--- src/sym_pkg.sv ---
// Purpose: constants and types for the symbol-pair and address-match port
// Assumes: one byte clock domain (CLK)
// Notes: symbol codes are shared by receive and transmit buses
// Notes on behaviour
// - never send halt, quiet, violation or link-bad code on transmit bus
// - two one-way 10-bit buses, each split into two 5-bit symbols
// - bits 9..5 carry first symbol, bits 4..0 the second
// - data symbols 0..F are 0 followed by four binary bits
// - control symbols use fixed codes; link-bad code is all ones
// - both buses sampled and driven on the byte clock
// - matcher port: phase out, match and discard in, shared load/hit pin
// - address bytes offered to matcher as the core receives them
// - normal mode: one-cycle load strobe before destination and source
// - six address bytes follow strobe back to back, then a compare cycle
// - phase output rises with frame control, holds through last dest byte
// - token frame: phase output high for one or two cycles
// - late-match mode turns load pin into bridge-forward hit input
// - match sets A and wins over bridge-forward hit
// - discard at any time flushes frame and fixes C status; code misses a discard that comes with the end delimiter
// - station match sets A, sets C if copied, flush-clear may reset C
// - promiscuous mode repeats received A and C unchanged
// - bridge hit repeats A; sets C only if A was reset and copied
// - flush-clear mode clears C for flushed station frames; code does so only if received A is reset
`default_nettype none
package sym_pkg;
  localparam int SYM_W = 5;
  localparam int PAIR_W = 10;
  localparam int ADDR_BYTES = 6;
  localparam logic [4:0] SYM_H = 5'h14;
  localparam logic [4:0] SYM_I = 5'h17;
  localparam logic [4:0] SYM_J = 5'h1C;
  localparam logic [4:0] SYM_K = 5'h13;
  localparam logic [4:0] SYM_Q = 5'h10;
  localparam logic [4:0] SYM_R = 5'h11;
  localparam logic [4:0] SYM_S = 5'h19;
  localparam logic [4:0] SYM_T = 5'h1D;
  localparam logic [4:0] SYM_V = 5'h18;
  localparam logic [4:0] LINK_BAD_CODE = 5'h1F;
  localparam logic [3:0] TOKEN_FC_HI = 4'h8;
  localparam logic [3:0] TOKEN_FC_LO = 4'h0;
  localparam logic [3:0] TOKEN_FC_MASK_HI = 4'hB;

  typedef struct packed {
    logic [4:0] first;
    logic [4:0] second;
  } sym_pair_t;

  typedef struct packed {
    logic valid;
    sym_pair_t pair;
  } tx_word_t;

  typedef struct packed {
    logic a;
    logic c;
  } ac_t;

  typedef enum logic [1:0] {
    FN_STATION,
    FN_PROMISC,
    FN_BRIDGE
  } frame_fn_t;

  // data codes carry a zero top bit
  function automatic logic is_data(input logic [4:0] s);
    return s[4] == 1'b0;
  endfunction

  // symbols the MAC may not send
  function automatic logic is_forbidden(input logic [4:0] s);
    return (s == SYM_H) || (s == SYM_Q) || (s == SYM_V) || (s == LINK_BAD_CODE);
  endfunction
endpackage
`default_nettype wire

--- src/sym_port.sv ---
// Purpose: receive/transmit symbol-pair port and external address-match port
// Assumes: all matcher and physical-side signals are on the byte clock (CLK)
// Notes: transmit words pass a two-entry buffer; forbidden symbols become I
`timescale 1ns/1ps
`default_nettype none
module sym_port
  import sym_pkg::*;
(
  input wire logic CLK,
  input wire logic RST,
  input wire logic [9:0] RX_SYMBOL_PAIR_BUS,
  output logic [9:0] MAC_RX_SYMBOL_BUS,
  input wire logic [9:0] TX_IN_DATA,
  input wire logic TX_IN_VALID,
  output logic TX_IN_READY,
  output logic [9:0] TX_SYMBOL_PAIR_BUS,
  output logic TX_OUT_VALID,
  input wire logic TX_OUT_READY,
  input wire logic LATE_MATCH_MODE,
  input wire logic FLUSH_CLEAR_MODE,
  input wire logic PROMISC_MODE,
  input wire logic AR_IN,
  input wire logic CR_IN,
  output logic DEST_PHASE_OUT,
  output logic ADDR_LOAD_STROBE_O,
  output logic ADDR_LOAD_STROBE_OE,
  input wire logic BRIDGE_FORWARD_HIT_I,
  input wire logic MATCH,
  input wire logic DISCARD,
  output logic FRAME_COPY,
  output logic FRAME_FLUSH,
  output logic STATUS_VALID,
  output logic A_OUT,
  output logic C_OUT
);
  typedef enum logic [2:0] {
    S_IDLE,
    S_FC,
    S_DEST,
    S_SRC,
    S_BODY
  } rx_state_t;

  rx_state_t state_r;
  logic [3:0] cnt_r;
  logic [9:0] rx_r;
  logic matched_r;
  logic bridge_r;
  logic flushed_r;
  logic [3:0] win_r;
  logic [1:0] wr_ptr_r;
  logic [1:0] rd_ptr_r;
  tx_word_t buf_r [2];
  logic [9:0] tx_out_r;
  logic tx_out_valid_r;
  logic buf_full;
  logic buf_empty;
  logic [4:0] rx_first;
  logic [4:0] rx_second;
  logic start_del;
  logic end_del;
  logic is_token;
  logic bridge_hit;
  logic in_window;
  ac_t ac_nxt;

  assign rx_first = rx_r[9:5];
  assign rx_second = rx_r[4:0];
  assign start_del = (rx_first == SYM_J) && (rx_second == SYM_K);
  assign end_del = (rx_first == SYM_T) || (rx_second == SYM_T);
  assign is_token = ((rx_first[3:0] & TOKEN_FC_MASK_HI) == TOKEN_FC_HI)
      && (rx_second[3:0] == TOKEN_FC_LO) && is_data(rx_first);
  // shared pin is an input only in late-match mode
  assign bridge_hit = LATE_MATCH_MODE && BRIDGE_FORWARD_HIT_I;

  // receive bus sampled on the byte clock
  always_ff @(posedge CLK or posedge RST) begin
    if (RST) begin
      rx_r <= {SYM_I, SYM_I};
    end else begin
      rx_r <= RX_SYMBOL_PAIR_BUS;
    end
  end

  // core and matcher see the same byte
  assign MAC_RX_SYMBOL_BUS = rx_r;

  // frame position tracking
  always_ff @(posedge CLK or posedge RST) begin
    if (RST) begin
      state_r <= S_IDLE;
      cnt_r <= 4'h0;
    end else begin
      unique case (state_r)
        S_IDLE: begin
          if (start_del) begin
            state_r <= S_FC;
          end
        end
        S_FC: begin
          cnt_r <= 4'h0;
          state_r <= is_token ? S_IDLE : S_DEST;
        end
        S_DEST: begin
          if (cnt_r == 4'(ADDR_BYTES - 1)) begin
            cnt_r <= 4'h0;
            state_r <= S_SRC;
          end else begin
            cnt_r <= cnt_r + 4'h1;
          end
        end
        S_SRC: begin
          if (cnt_r == 4'(ADDR_BYTES - 1)) begin
            cnt_r <= 4'h0;
            state_r <= S_BODY;
          end else begin
            cnt_r <= cnt_r + 4'h1;
          end
        end
        S_BODY: begin
          if (end_del || !is_data(rx_first)) begin
            state_r <= S_IDLE;
          end
        end
      endcase
    end
  end

  // load strobe in the cycle before first dest and source byte
  always_ff @(posedge CLK or posedge RST) begin
    if (RST) begin
      ADDR_LOAD_STROBE_O <= 1'b0;
    end else begin
      ADDR_LOAD_STROBE_O <= !LATE_MATCH_MODE && ((state_r == S_IDLE && start_del)
          || (state_r == S_DEST && cnt_r == 4'(ADDR_BYTES - 2)));
    end
  end
  // pin driven only as a load strobe
  assign ADDR_LOAD_STROBE_OE = !LATE_MATCH_MODE;

  // phase high from frame control through last dest byte
  // token: frame control cycle plus one, never split by a gap
  always_ff @(posedge CLK or posedge RST) begin
    if (RST) begin
      DEST_PHASE_OUT <= 1'b0;
    end else begin
      DEST_PHASE_OUT <= (state_r == S_IDLE && start_del)
          || (state_r == S_FC)
          || (state_r == S_DEST && cnt_r != 4'(ADDR_BYTES - 1));
    end
  end

  // normal mode: answer window of eight edges after the strobe
  // late mode: second source byte up to end of frame
  always_ff @(posedge CLK or posedge RST) begin
    if (RST) begin
      win_r <= 4'h0;
    end else if (ADDR_LOAD_STROBE_O) begin
      win_r <= 4'h8;
    end else if (win_r != 4'h0) begin
      win_r <= win_r - 4'h1;
    end
  end
  assign in_window = LATE_MATCH_MODE
      ? ((state_r == S_SRC && cnt_r != 4'h0) || state_r == S_BODY)
      : (win_r != 4'h0);

  // match over bridge hit; discard flushes anywhere in frame except in the end-delimiter cycle
  always_ff @(posedge CLK or posedge RST) begin
    if (RST) begin
      matched_r <= 1'b0;
      bridge_r <= 1'b0;
      flushed_r <= 1'b0;
    end else if (state_r == S_IDLE && start_del) begin
      matched_r <= 1'b0;
      bridge_r <= 1'b0;
      flushed_r <= DISCARD;
    end else begin
      if (in_window && MATCH) begin
        matched_r <= 1'b1;
      end
      if (in_window && bridge_hit && !MATCH) begin
        bridge_r <= 1'b1;
      end
      if (DISCARD && state_r != S_IDLE) begin
        flushed_r <= 1'b1;
      end
    end
  end

  // status bits for frame end
  always_comb begin
    ac_nxt.a = AR_IN;
    ac_nxt.c = CR_IN;
    if (PROMISC_MODE) begin
      ac_nxt.a = AR_IN;
      ac_nxt.c = CR_IN;
    end else if (matched_r) begin
      ac_nxt.a = 1'b1;
      if (!flushed_r) begin
        ac_nxt.c = 1'b1;
      end else if (FLUSH_CLEAR_MODE && !AR_IN) begin
        ac_nxt.c = 1'b0;
      end
    end else if (bridge_r) begin
      ac_nxt.a = AR_IN;
      ac_nxt.c = (!AR_IN && !flushed_r) ? 1'b1 : CR_IN;
    end
  end

  always_ff @(posedge CLK or posedge RST) begin
    if (RST) begin
      STATUS_VALID <= 1'b0;
      A_OUT <= 1'b0;
      C_OUT <= 1'b0;
      FRAME_COPY <= 1'b0;
      FRAME_FLUSH <= 1'b0;
    end else begin
      STATUS_VALID <= (state_r == S_BODY) && end_del;
      if ((state_r == S_BODY) && end_del) begin
        A_OUT <= ac_nxt.a;
        C_OUT <= ac_nxt.c;
      end
      FRAME_COPY <= (state_r == S_BODY) && end_del && !flushed_r
          && (matched_r || bridge_r || PROMISC_MODE);
      FRAME_FLUSH <= (state_r == S_BODY) && end_del && flushed_r;
    end
  end

  assign buf_full = (wr_ptr_r[1] != rd_ptr_r[1]) && (wr_ptr_r[0] == rd_ptr_r[0]);
  assign buf_empty = (wr_ptr_r == rd_ptr_r);
  assign TX_IN_READY = !buf_full;

  always_ff @(posedge CLK or posedge RST) begin
    if (RST) begin
      wr_ptr_r <= 2'h0;
      buf_r[0] <= '0;
      buf_r[1] <= '0;
    end else if (TX_IN_VALID && !buf_full) begin
      buf_r[wr_ptr_r[0]] <= {1'b1,
          is_forbidden(TX_IN_DATA[9:5]) ? SYM_I : TX_IN_DATA[9:5],
          is_forbidden(TX_IN_DATA[4:0]) ? SYM_I : TX_IN_DATA[4:0]};
      wr_ptr_r <= wr_ptr_r + 2'h1;
    end
  end

  // transmit bus driven from a register on the byte clock
  always_ff @(posedge CLK or posedge RST) begin
    if (RST) begin
      rd_ptr_r <= 2'h0;
      tx_out_r <= {SYM_I, SYM_I};
      tx_out_valid_r <= 1'b0;
    end else if (!tx_out_valid_r || TX_OUT_READY) begin
      tx_out_valid_r <= !buf_empty;
      if (!buf_empty) begin
        tx_out_r <= buf_r[rd_ptr_r[0]].pair;
        rd_ptr_r <= rd_ptr_r + 2'h1;
      end
    end
  end
  assign TX_SYMBOL_PAIR_BUS = tx_out_r;
  assign TX_OUT_VALID = tx_out_valid_r;
endmodule
`default_nettype wire

--- config.mk ---
export PLATFORM = sky130hd
export DESIGN_NAME = sym_port
export DESIGN_NICKNAME = d
export VERILOG_FILES = /design/src/sym_pkg.sv /design/src/sym_port.sv
export SDC_FILE = /design/constraint.sdc
export NUM_CORES = 1
export LEC_CHECK = 0
export ABC_AREA = 1
export ABC_CLOCK_PERIOD_IN_PS = 1700
export BUFFER_PORTS_ARGS = -buffer_cell sky130_fd_sc_hd__buf_4
export CORE_ASPECT_RATIO = 0.8
export CORE_MARGIN = 2
export CORE_UTILIZATION = 51
export CTS_BUF_LIST = sky130_fd_sc_hd__clkbuf_8
export CTS_CLUSTER_SIZE = 16
export DETAILED_ROUTE_END_ITERATION = 6
export GPL_TIMING_DRIVEN = 0
export PLACE_DENSITY = 0.78
export SLEW_MARGIN = 25
export SYNTH_ARGS = -nofsm -noshare
export SYNTH_HDL_FRONTEND = slang
export SYNTH_SLANG_ARGS = --single-unit
--- constraint.sdc ---
create_clock -name CLK -period 1.7 [get_ports CLK]
set_input_delay 0.255 -clock CLK [delete_from_list [all_inputs] [get_ports CLK]]
set_output_delay 0.255 -clock CLK [all_outputs]
set_load 0.01 [all_outputs]
==> flow_summary.json, run 1 <==
{
  "wirelength_um": 6020,
  "timing.fmax_ghz": 0.633,
  "cp.required_ns": 1.44,
  "powerDensity_nw_per_um2": 1540,
  "critPathBufInv": 2,
  "path_clk_slew_ns": 0.07,
  "port_buffers": 61,
  "max-cap-violations": 0,
  "core-area_um2": 5530,
  "die_h_um": 72.1,
  "synth-seq-area-share_pct": 56.6,
  "multi_input_area_um2": 1080,
  "rsz0062_at_grt": "false",
  "cp_slowest_cell": "dfrtp_1",
  "fin_tns_setup_ns": 0,
  "insertion_delay_ns": 0.33,
  "ir_drop_uv": 642,
  "synth_flop_cell": "dfrtp_1",
  "synth_cells": 355,
  "yosysWarnings": 0,
  "netlist_area_um2": 2950,
  "cts_buffer_depth": 2,
  "hold_depth": 1,
  "root_buffer": "clkbuf_8",
  "drt.antenna.violating_nets": 0,
  "hpwl_um": 4590,
  "slew_headroom_pct": 70.6,
  "final_util_pct": 68.5,
  "crit_fanout": 8,
  "viasPerCell": 4.80,
  "cts.htree.levels": 3,
  "synth_nets": 389,
  "seqCellArea_um2": 1670,
  "period_share_pct": 93.0,
  "layout-drive-gt1-share_pct": 24.1,
  "crit_arrival_ns": 1.33,
  "finalSetupViolCount": 0,
  "grt_max_degree": 30,
  "num_vias": 2460,
  "grt_pass1_vias": 2357,
  "worstPathCellList": "buf_4 > xnor2_2 > nand2_2 > buf_4",
  "synth-edff-count": 0,
  "min_period_ns": 1.58,
  "overflow": 0,
  "synth_cell_types": 28,
  "initial_core_util_pct": 53.4,
  "drt_pass1_iterations": 4,
  "drtIter0Drc": 193,
  "post-route-drc-count": 0,
  "async_reset_ff_share_pct": 100,
  "worstSetupPathType": "flip-flop to primary output",
  "area_delta_synth_final_pct": 28.1,
  "finalClockSkew_ns": 0.00826,
  "cts_setup_buffers": 0,
  "avgRoutedWirePerCell_um": 11.7,
  "slew_violations": 0,
  "grtUsageTotal_pct": 21.0,
  "ys_ff_latch": 66,
  "rows": 24,
  "tightest_slew_ns": 0.441,
  "critPathMaxStageDelay_ns": 0.37,
  "p_leak_nw": 2.02,
  "cts_tree": "done",
  "dieArea_um2": 6420,
  "die_w_um": 89.1,
  "antenna_found_initial": 0,
  "crit_family": "flip-flops",
  "cts_made_buffers": 9,
  "cp.depth": 4,
  "hold_class": "input pin to flip-flop",
  "avgSynthCellArea_um2": 8.32,
  "dpl.cell_count": 496,
  "globalplace.congestion": 0.865,
  "crit_top_cell": "buf_4",
  "hold_viol": 0,
  "layout_common_cells": "131 x nand2_1, 64 x buf_4, 50 x dfrtp_1",
  "final_nets": 464,
  "cp-end-kind": "primary output",
  "ios": 62,
  "cts_sinks": 66,
  "fillers": 485,
  "startpoint_type": "flip-flop",
  "grt_pass1_wl_um": 10300,
  "final_common_cell": "nand2_1",
  "power.total_mw": 5.84,
  "antenna_cells": 0,
  "fin_cells": 513,
  "status": "finished, final reports clean",
  "reg2reg_depth": 8
}
[cells in the mapped netlist (2+ instances only)]
master	number	area share (%)
o21ai_1	4	0.68
o21bai_1	2	0.51
a211oi_1	2	0.51
nand2_1	131	17
xnor2_1	2	0.59
xor2_1	3	0.89
a31oi_1	4	0.85
nor2_1	20	2.5
o21ai_0	27	4.6
ha_1	2	0.85
inv_1	46	5.8
dfrtp_1	50	42
nand4_1	7	1.5
dfstp_2	16	14
nor3_1	4	0.68
a21oi_1	10	1.7
buf_2	2	0.34
nand3_1	10	1.7
buf_4	3	0.76
o22ai_1	2	0.42
[kinds of logic (layout without fill, tap and decap cells)]
logic type / count (synthesis) / count (layout) / synth area share, %
compound gates: 53 / 53 / 9.75
fa+ha+maj: 2 / 2 / 0.847
simple gates: 176 / 176 / 24.1
buf+inv: 53 / 133 / 7.20
flops: 66 / 66 / 56.6
xor+xnor: 5 / 5 / 1.48
[where the power goes]
part	internal [mW]	switching [mW]	leakage [nW]
Sequential	2.13	0.288	0.781
Clock	0.749	0.560	0.105
Combinational	0.853	1.26	1.14
Total	3.74	2.11	2.02
[sequential cells by signal (all words and copies together), names as in the netlist]
name,count
buf_r,20
MAC_RX_SYMBOL_BUS,10
TX_SYMBOL_PAIR_BUS,10
cnt_r,4
win_r,4
state_r,3
rd_ptr_r,2
wr_ptr_r,2
ADDR_LOAD_STROBE_O,1
A_OUT,1
C_OUT,1
DEST_PHASE_OUT,1
FRAME_COPY,1
FRAME_FLUSH,1
STATUS_VALID,1
TX_OUT_VALID,1
bridge_r,1
flushed_r,1
matched_r,1
[final timing paths]
| kind | from | endpoint | slack [ns] |
|---|---|---|---|
| worst max register to register | rd_ptr_r[0]$_DFFE_PP0P_ | TX_SYMBOL_PAIR_BUS[3]$_DFFE_PP0P_ | 0.22 |
| worst max-delay path | rd_ptr_r[0]$_DFFE_PP0P_ | TX_IN_READY | 0.12 |
| worst min register to register | flushed_r$_DFFE_PP0P_ | FRAME_COPY$_DFF_PP0_ | 0.44 |
| worst min-delay path | RX_SYMBOL_PAIR_BUS[1] | MAC_RX_SYMBOL_BUS[1]$_DFF_PP1_ | 0.02 |
| min in group asynchronous | RST | matched_r$_DFFE_PP0P_ | 0.47 |
| max in group asynchronous | RST | MAC_RX_SYMBOL_BUS[7]$_DFF_PP1_ | 0.70 |
[final cells by class]
type	count	share of cell area (%)
clock inverters	5	1.39
multi-input cells	236	28.5
plain buffers	6	0.959
repair buffers	64	13.6
inverters	47	4.76
clock buffers	11	4.00
well taps	78	2.58
flip-flops and latches	66	44.2
[per-layer routing]
metal	share of wire, %	track usage [%]	wire [um]
met2	44	31.2	2660
met3	5.3	6.71	318
met1	50	29.3	2990
met5	0	0	0
met4	0.68	7.63	41
[timing repair]
| action | in CTS | in global routing |
|---|---|---|
| gates resized for setup | 0 | 2 |
| endpoints found under the hold margin | 10 | 0 |
| hold buffers | 1 | 0 |
| endpoints found under the setup margin | 0 | 3 |
[metrics by stage]
stage	instance area [um2]	worst slack (ns)	hold WS, ns
global placement	3510	0.207	0.363
CTS	3770	0.0365	0.00383
detailed placement	3560	0.164	0.280
finish	3780	0.119	0.0249
global route	3780	0.0553	0.00470
floorplan	2960	0.377	0.259
Note: power is estimated with default switching activity, not from simulation.
==> inputs of run 2 (changes only) <==
Settings changed: CORE_ASPECT_RATIO 0.8 to 1.25.
==> run 2 against run 1 <==
Die area is essentially flat. Non-clock buffer count grew 5. Sequential power is essentially flat. Clock power shrank 15%. Routed wire length grew 5.6%. Power shrank 3.8%. Maximum frequency is essentially flat. Worst hold slack lost 0.0078 ns. Via count grew 3.5%. Final area shrank 0.40%.
==> flow_summary.json, run 2 (synthesis results as in run 1) <==
{
  "status": "finished, final reports clean",
  "insertion_delay_ns": 0.34,
  "die_w_um": 72.1,
  "cts_buffer_depth": 2,
  "power_frac_comb_pct": 37.4,
  "pwr-share-clk_pct": 19.7,
  "wirelength_um": 6360,
  "crit_top_cell": "buf_4",
  "port_buffers": 61,
  "root_buffer": "clkbuf_8",
  "layout_common_cells": "131 x nand2_1, 64 x buf_4, 50 x dfrtp_1",
  "final_common_cell": "nand2_1",
  "p_sw_share_pct": 37.1,
  "worstSetupPathType": "flip-flop to primary output",
  "worstPathCellList": "buf_4 > xnor2_2 > nand2_2 > buf_4",
  "crit_fanout": 8,
  "post-route-drc-count": 0,
  "largest-register": "buf_r",
  "viasPerCell": 5.03,
  "slew_violations": 0,
  "period_share_pct": 92.9,
  "fin_tns_setup_ns": 0,
  "finalClockSkew_ns": 0.00552,
  "power.share.sequential_pct": 42.8,
  "hold_depth": 1,
  "max-cap-violations": 0,
  "avgRoutedWirePerCell_um": 12.6,
  "dieArea_um2": 6420,
  "grt_pass1_wl_um": 10900,
  "antenna_cells": 0,
  "layout-drive-gt1-share_pct": 23.0,
  "cts.htree.levels": 3,
  "die_h_um": 89.1,
  "grt_pass1_vias": 2495,
  "wl_met2_um": 3380,
  "startpoint_type": "flip-flop",
  "finalSetupViolCount": 0,
  "reg2reg_depth": 6,
  "antenna_found_initial": 0,
  "initial_core_util_pct": 51.8,
  "drtIter0Drc": 109,
  "p_switching_mw": 2.08,
  "drt.antenna.violating_nets": 0,
  "highest_layer": "met4",
  "cp_slowest_cell": "dfrtp_1",
  "ir_drop_uv": 1450,
  "wl_met3_um": 217,
  "drt_pass1_iterations": 4,
  "wl_met1_um": 2620,
  "slew_headroom_pct": 68.3,
  "overflow": 0,
  "rsz0062_at_grt": "false",
  "final_nets": 469,
  "cp.required_ns": 1.44,
  "tightest_slew_ns": 0.475,
  "num_vias": 2546,
  "ios": 62,
  "globalplace.congestion": 0.831,
  "hold_viol": 0,
  "area_delta_synth_final_pct": 27.6,
  "cts_made_buffers": 9,
  "hpwl_um": 4860,
  "grt_max_degree": 27,
  "p_leak_nw": 2.03,
  "path_clk_slew_ns": 0.06,
  "cts_sinks": 66,
  "critPathMaxStageDelay_ns": 0.36,
  "crit_arrival_ns": 1.32,
  "rows": 31,
  "min_period_ns": 1.58,
  "cts_tree": "done",
  "timing.fmax_ghz": 0.633,
  "hold_class": "input pin to flip-flop",
  "grtUsageTotal_pct": 22.1,
  "largest_reg_flops": 20,
  "core-area_um2": 5700,
  "cp-end-kind": "primary output",
  "final_util_pct": 66.1,
  "p_int_mw": 3.54,
  "powerDensity_nw_per_um2": 1490
}
==> run 2: worst paths after layout <==
| check | from | endpoint | slack (ns) |
|---|---|---|---|
| setup / recovery | rd_ptr_r[0]$_DFFE_PP0P_ | TX_IN_READY | 0.12 |
| hold / removal | RX_SYMBOL_PAIR_BUS[0] | MAC_RX_SYMBOL_BUS[0]$_DFF_PP1_ | 0.02 |
| setup reg to reg | rd_ptr_r[0]$_DFFE_PP0P_ | buf_r[20]$_DFFE_PP0P_ | 0.19 |
| hold reg to reg | flushed_r$_DFFE_PP0P_ | FRAME_COPY$_DFF_PP0_ | 0.44 |
| max in group asynchronous | RST | TX_SYMBOL_PAIR_BUS[6]$_DFFE_PP1P_ | 0.52 |
| min in group asynchronous | RST | state_r[2]$_DFFE_PP0P_ | 0.46 |
==> run 2: layer usage <==
metal	up-vias	GRT usage [%]
met2	49	39.4
met5	-	0
met3	13	5.07
li1	1288	-
met4	0	11.0
met1	1196	24.7
==> run 2: final cells by class <==
class	instances	area, um2
Tap cell	66	82.6
Buffer	6	36.3
Sequential cell	66	1670
Clock buffer	10	138
Timing Repair Buffer	69	558
Fill cell	469	1930
Multi-Input combinational cell	236	1080
Clock inverter	6	26.3
Inverter	47	180
==> run 2: what timing repair did <==
item	CTS	global route
hold buffers	6	0
setup buffers	0	0
setup endpoints to repair	0	2
gates resized for setup	0	1
hold endpoints to repair	18	0
==> run 2: through the flow <==
step / std cells / hold WS [ns] / worst slack (ns) / instance area (um2) / power (mW)
2_1_floorplan: 355 / 0.259 / 0.377 / 2960 / 3.80
3_3_place_gp: 482 / 0.364 / 0.236 / 3500 / 4.43
3_5_place_dp: 484 / 0.273 / 0.195 / 3540 / 4.53
4_1_cts: 506 / 0.000808 / 0.0678 / 3760 / 5.67
5_1_grt: 506 / 0.00298 / 0.00850 / 3770 / 6.09
6_report: 506 / 0.0171 / 0.121 / 3770 / 5.62
==> run 2: power groups by stage <==
| stage | Combinational (mW) | Sequential (mW) | Clock (mW) |
|---|---|---|---|
| 2_1_floorplan | 1.37 | 2.43 | 0 |
| 3_3_place_gp | 2.02 | 2.41 | 0 |
| 3_5_place_dp | 2.10 | 2.43 | 0 |
| 4_1_cts | 2.13 | 2.41 | 1.14 |
| 5_1_grt | 2.42 | 2.47 | 1.20 |
| 6_report | 2.10 | 2.41 | 1.11 |
==> run 2: critical path: cells and delay by family (launching register included) <==
kind | cells | cell delay (ns)
and+or+nand+nor | 1 | 0.11
DFF | 1 | 0.36
xor gates and xnor gates | 1 | 0.19
buffers and inverters | 2 | 0.32
==> inputs of run 3 (changes only) <==
Settings changed: CORE_UTILIZATION 51 to 40, PLACE_DENSITY 0.78 to unset.
==> run 3 against run 2 <==
Final area grew 2.9%. Register-to-register slack improved by 0.02 ns. Worst setup slack lost 0.014 ns. Maximum frequency decreased by 0.85%. Final cell count grew 5.9%. Critical path type unchanged. Largest power group unchanged.
==> flow_summary.json, run 3 (synthesis results as in run 1) <==
{
  "status": "finished, final reports clean",
  "cts_sinks": 66,
  "cts_setup_buffers": 0,
  "finalClockSkew_ns": 0.00877,
  "slew_violations": 0,
  "hold_class": "input pin to flip-flop",
  "ir_drop_uv": 806,
  "dieArea_um2": 8090,
  "hold_depth": 1,
  "layout-drive-gt1-share_pct": 23.4,
  "overflow": 0,
  "post-route-drc-count": 0,
  "cts_made_buffers": 9,
  "final_common_cell": "nand2_1",
  "hold_viol": 0,
  "drt_pass1_iterations": 6,
  "drt.antenna.violating_nets": 0,
  "worstSetupPathType": "flip-flop to primary output",
  "cp-end-kind": "primary output",
  "die_w_um": 80.9,
  "die_h_um": 100,
  "fin_tns_setup_ns": 0,
  "min_period_ns": 1.59,
  "layout_common_cells": "131 x nand2_1, 64 x buf_4, 50 x dfrtp_1",
  "wirelength_um": 6710,
  "p_leak_nw": 2.04,
  "power.total_mw": 5.81,
  "rsz0062_at_grt": "false",
  "reg2reg_depth": 6,
  "final_nets": 473,
  "grtUsageTotal_pct": 18.1,
  "ios": 62,
  "worstSetupEndpoint": "TX_IN_READY",
  "period_share_pct": 93.7,
  "largest_reg_flops": 20,
  "core-area_um2": 7270,
  "largest-register": "buf_r",
  "avgRoutedWirePerCell_um": 12.5,
  "r2r_slack_ns": 0.21,
  "root_buffer": "clkbuf_8",
  "final_area_um2": 3880,
  "antenna_cells": 0,
  "rows": 35,
  "crit_arrival_ns": 1.34,
  "area_delta_synth_final_pct": 31.4,
  "port_buffers": 61,
  "grt_pass1_wl_um": 11100,
  "cts_buffer_depth": 2,
  "insertion_delay_ns": 0.34,
  "globalplace.congestion": 0.796,
  "powerDensity_nw_per_um2": 1500,
  "slew_headroom_pct": 66.7,
  "startpoint_type": "flip-flop",
  "placed_cell_area_um2": 3580,
  "hpwl_um": 4990,
  "viasPerCell": 4.68,
  "grt_max_degree": 28,
  "drtIter0Drc": 102,
  "crit_path_start": "rd_ptr_r[0]$_DFFE_PP0P_",
  "cts_tree": "done",
  "crit_fanout": 8,
  "r2r_start": "rd_ptr_r[0]$_DFFE_PP0P_",
  "holdWs_ns": 0.0227,
  "timing.fmax_ghz": 0.628,
  "finalSetupViolCount": 0,
  "path_clk_slew_ns": 0.08,
  "antenna_found_initial": 0,
  "grt_pass1_vias": 2385,
  "cp.required_ns": 1.44,
  "num_vias": 2510,
  "fillers": 721,
  "max-cap-violations": 0,
  "tightest_slew_ns": 0.500,
  "initial_core_util_pct": 40.6,
  "worstReg2RegEnd": "buf_r[20]$_DFFE_PP0P_",
  "cts.htree.levels": 3
}
## run 3: cell types whose count changed in the layout (fill, tap and decap cells not counted), sizes merged
cell / change
dlygate4sd3: +4
inv: -3
bufinv: +1
clkbuf: -1
clkinv: -1
clkinvlp: +4
## run 3: critical path, cell delays in order, from the launching register on
cell and delay, ns:
dfrtp_1 0.36, buf_4 0.16, xnor2_2 0.19, nand2_2 0.11, buf_4 0.16
## run 3: what timing repair did
item | 4_1_cts | 5_1_grt
endpoints found under the setup margin | 0 | 1
endpoints found under the hold margin | 19 | 5
hold buffers | 5 | 5
resized for setup | 0 | 1
## run 3: routing by layer
layer  vias up  routed length (um)  track usage, %
li1       1287                   -               -
met1      1182                2870            21.9
met2        34                3500            30.0
met3         7                 250            5.58
met4         0                  94            6.65
met5         -                   0               0
## run 3: layout make-up
| cell class | instances | area [um2] | area share (%) |
|---|---|---|---|
| timing repair buffer | 73 | 606 | 15.6 |
| clock buffer | 9 | 124 | 3.19 |
| tap | 92 | 115 | 2.97 |
| multi-input combinational | 236 | 1080 | 27.7 |
| clock inverter | 7 | 70.1 | 1.81 |
| buffer | 6 | 36.3 | 0.935 |
| sequential | 66 | 1670 | 43.1 |
| inverter | 47 | 180 | 4.65 |
## run 3: metrics by stage
| step | std cells | utilization (%) | worst slack [ns] |
|---|---|---|---|
| 6_report | 536 | 53.4 | 0.107 |
| 5_1_grt | 536 | 53.4 | 0.0342 |
| 4_1_cts | 531 | 52.6 | 0.0400 |
| 3_5_place_dp | 510 | 49.2 | 0.194 |
| 3_3_place_gp | 508 | 48.6 | 0.188 |
| 2_1_floorplan | 355 | - | 0.377 |
## run 3: power by group
group / internal (mW) / switching, mW
clock network: 0.670 / 0.627
registers: 2.13 / 0.267
logic: 0.863 / 1.25
## run 3: how the worst min path moves through the flow
| stage | startpoint | end | slack (ns) |
|---|---|---|---|
| 2_1_floorplan | RX_SYMBOL_PAIR_BUS[0] | MAC_RX_SYMBOL_BUS[0]$_DFF_PP1_ | 0.26 |
| 3_3_place_gp | RX_SYMBOL_PAIR_BUS[2] | MAC_RX_SYMBOL_BUS[2]$_DFF_PP1_ | 0.36 |
| 3_5_place_dp | RST | C_OUT$_DFFE_PP0N_ | 0.31 |
| 4_1_cts | RX_SYMBOL_PAIR_BUS[2] | MAC_RX_SYMBOL_BUS[2]$_DFF_PP1_ | 0.0002 |
| 5_1_grt | RX_SYMBOL_PAIR_BUS[1] | MAC_RX_SYMBOL_BUS[1]$_DFF_PP1_ | 0.0007 |
| 6_report | RX_SYMBOL_PAIR_BUS[1] | MAC_RX_SYMBOL_BUS[1]$_DFF_PP1_ | 0.02 |
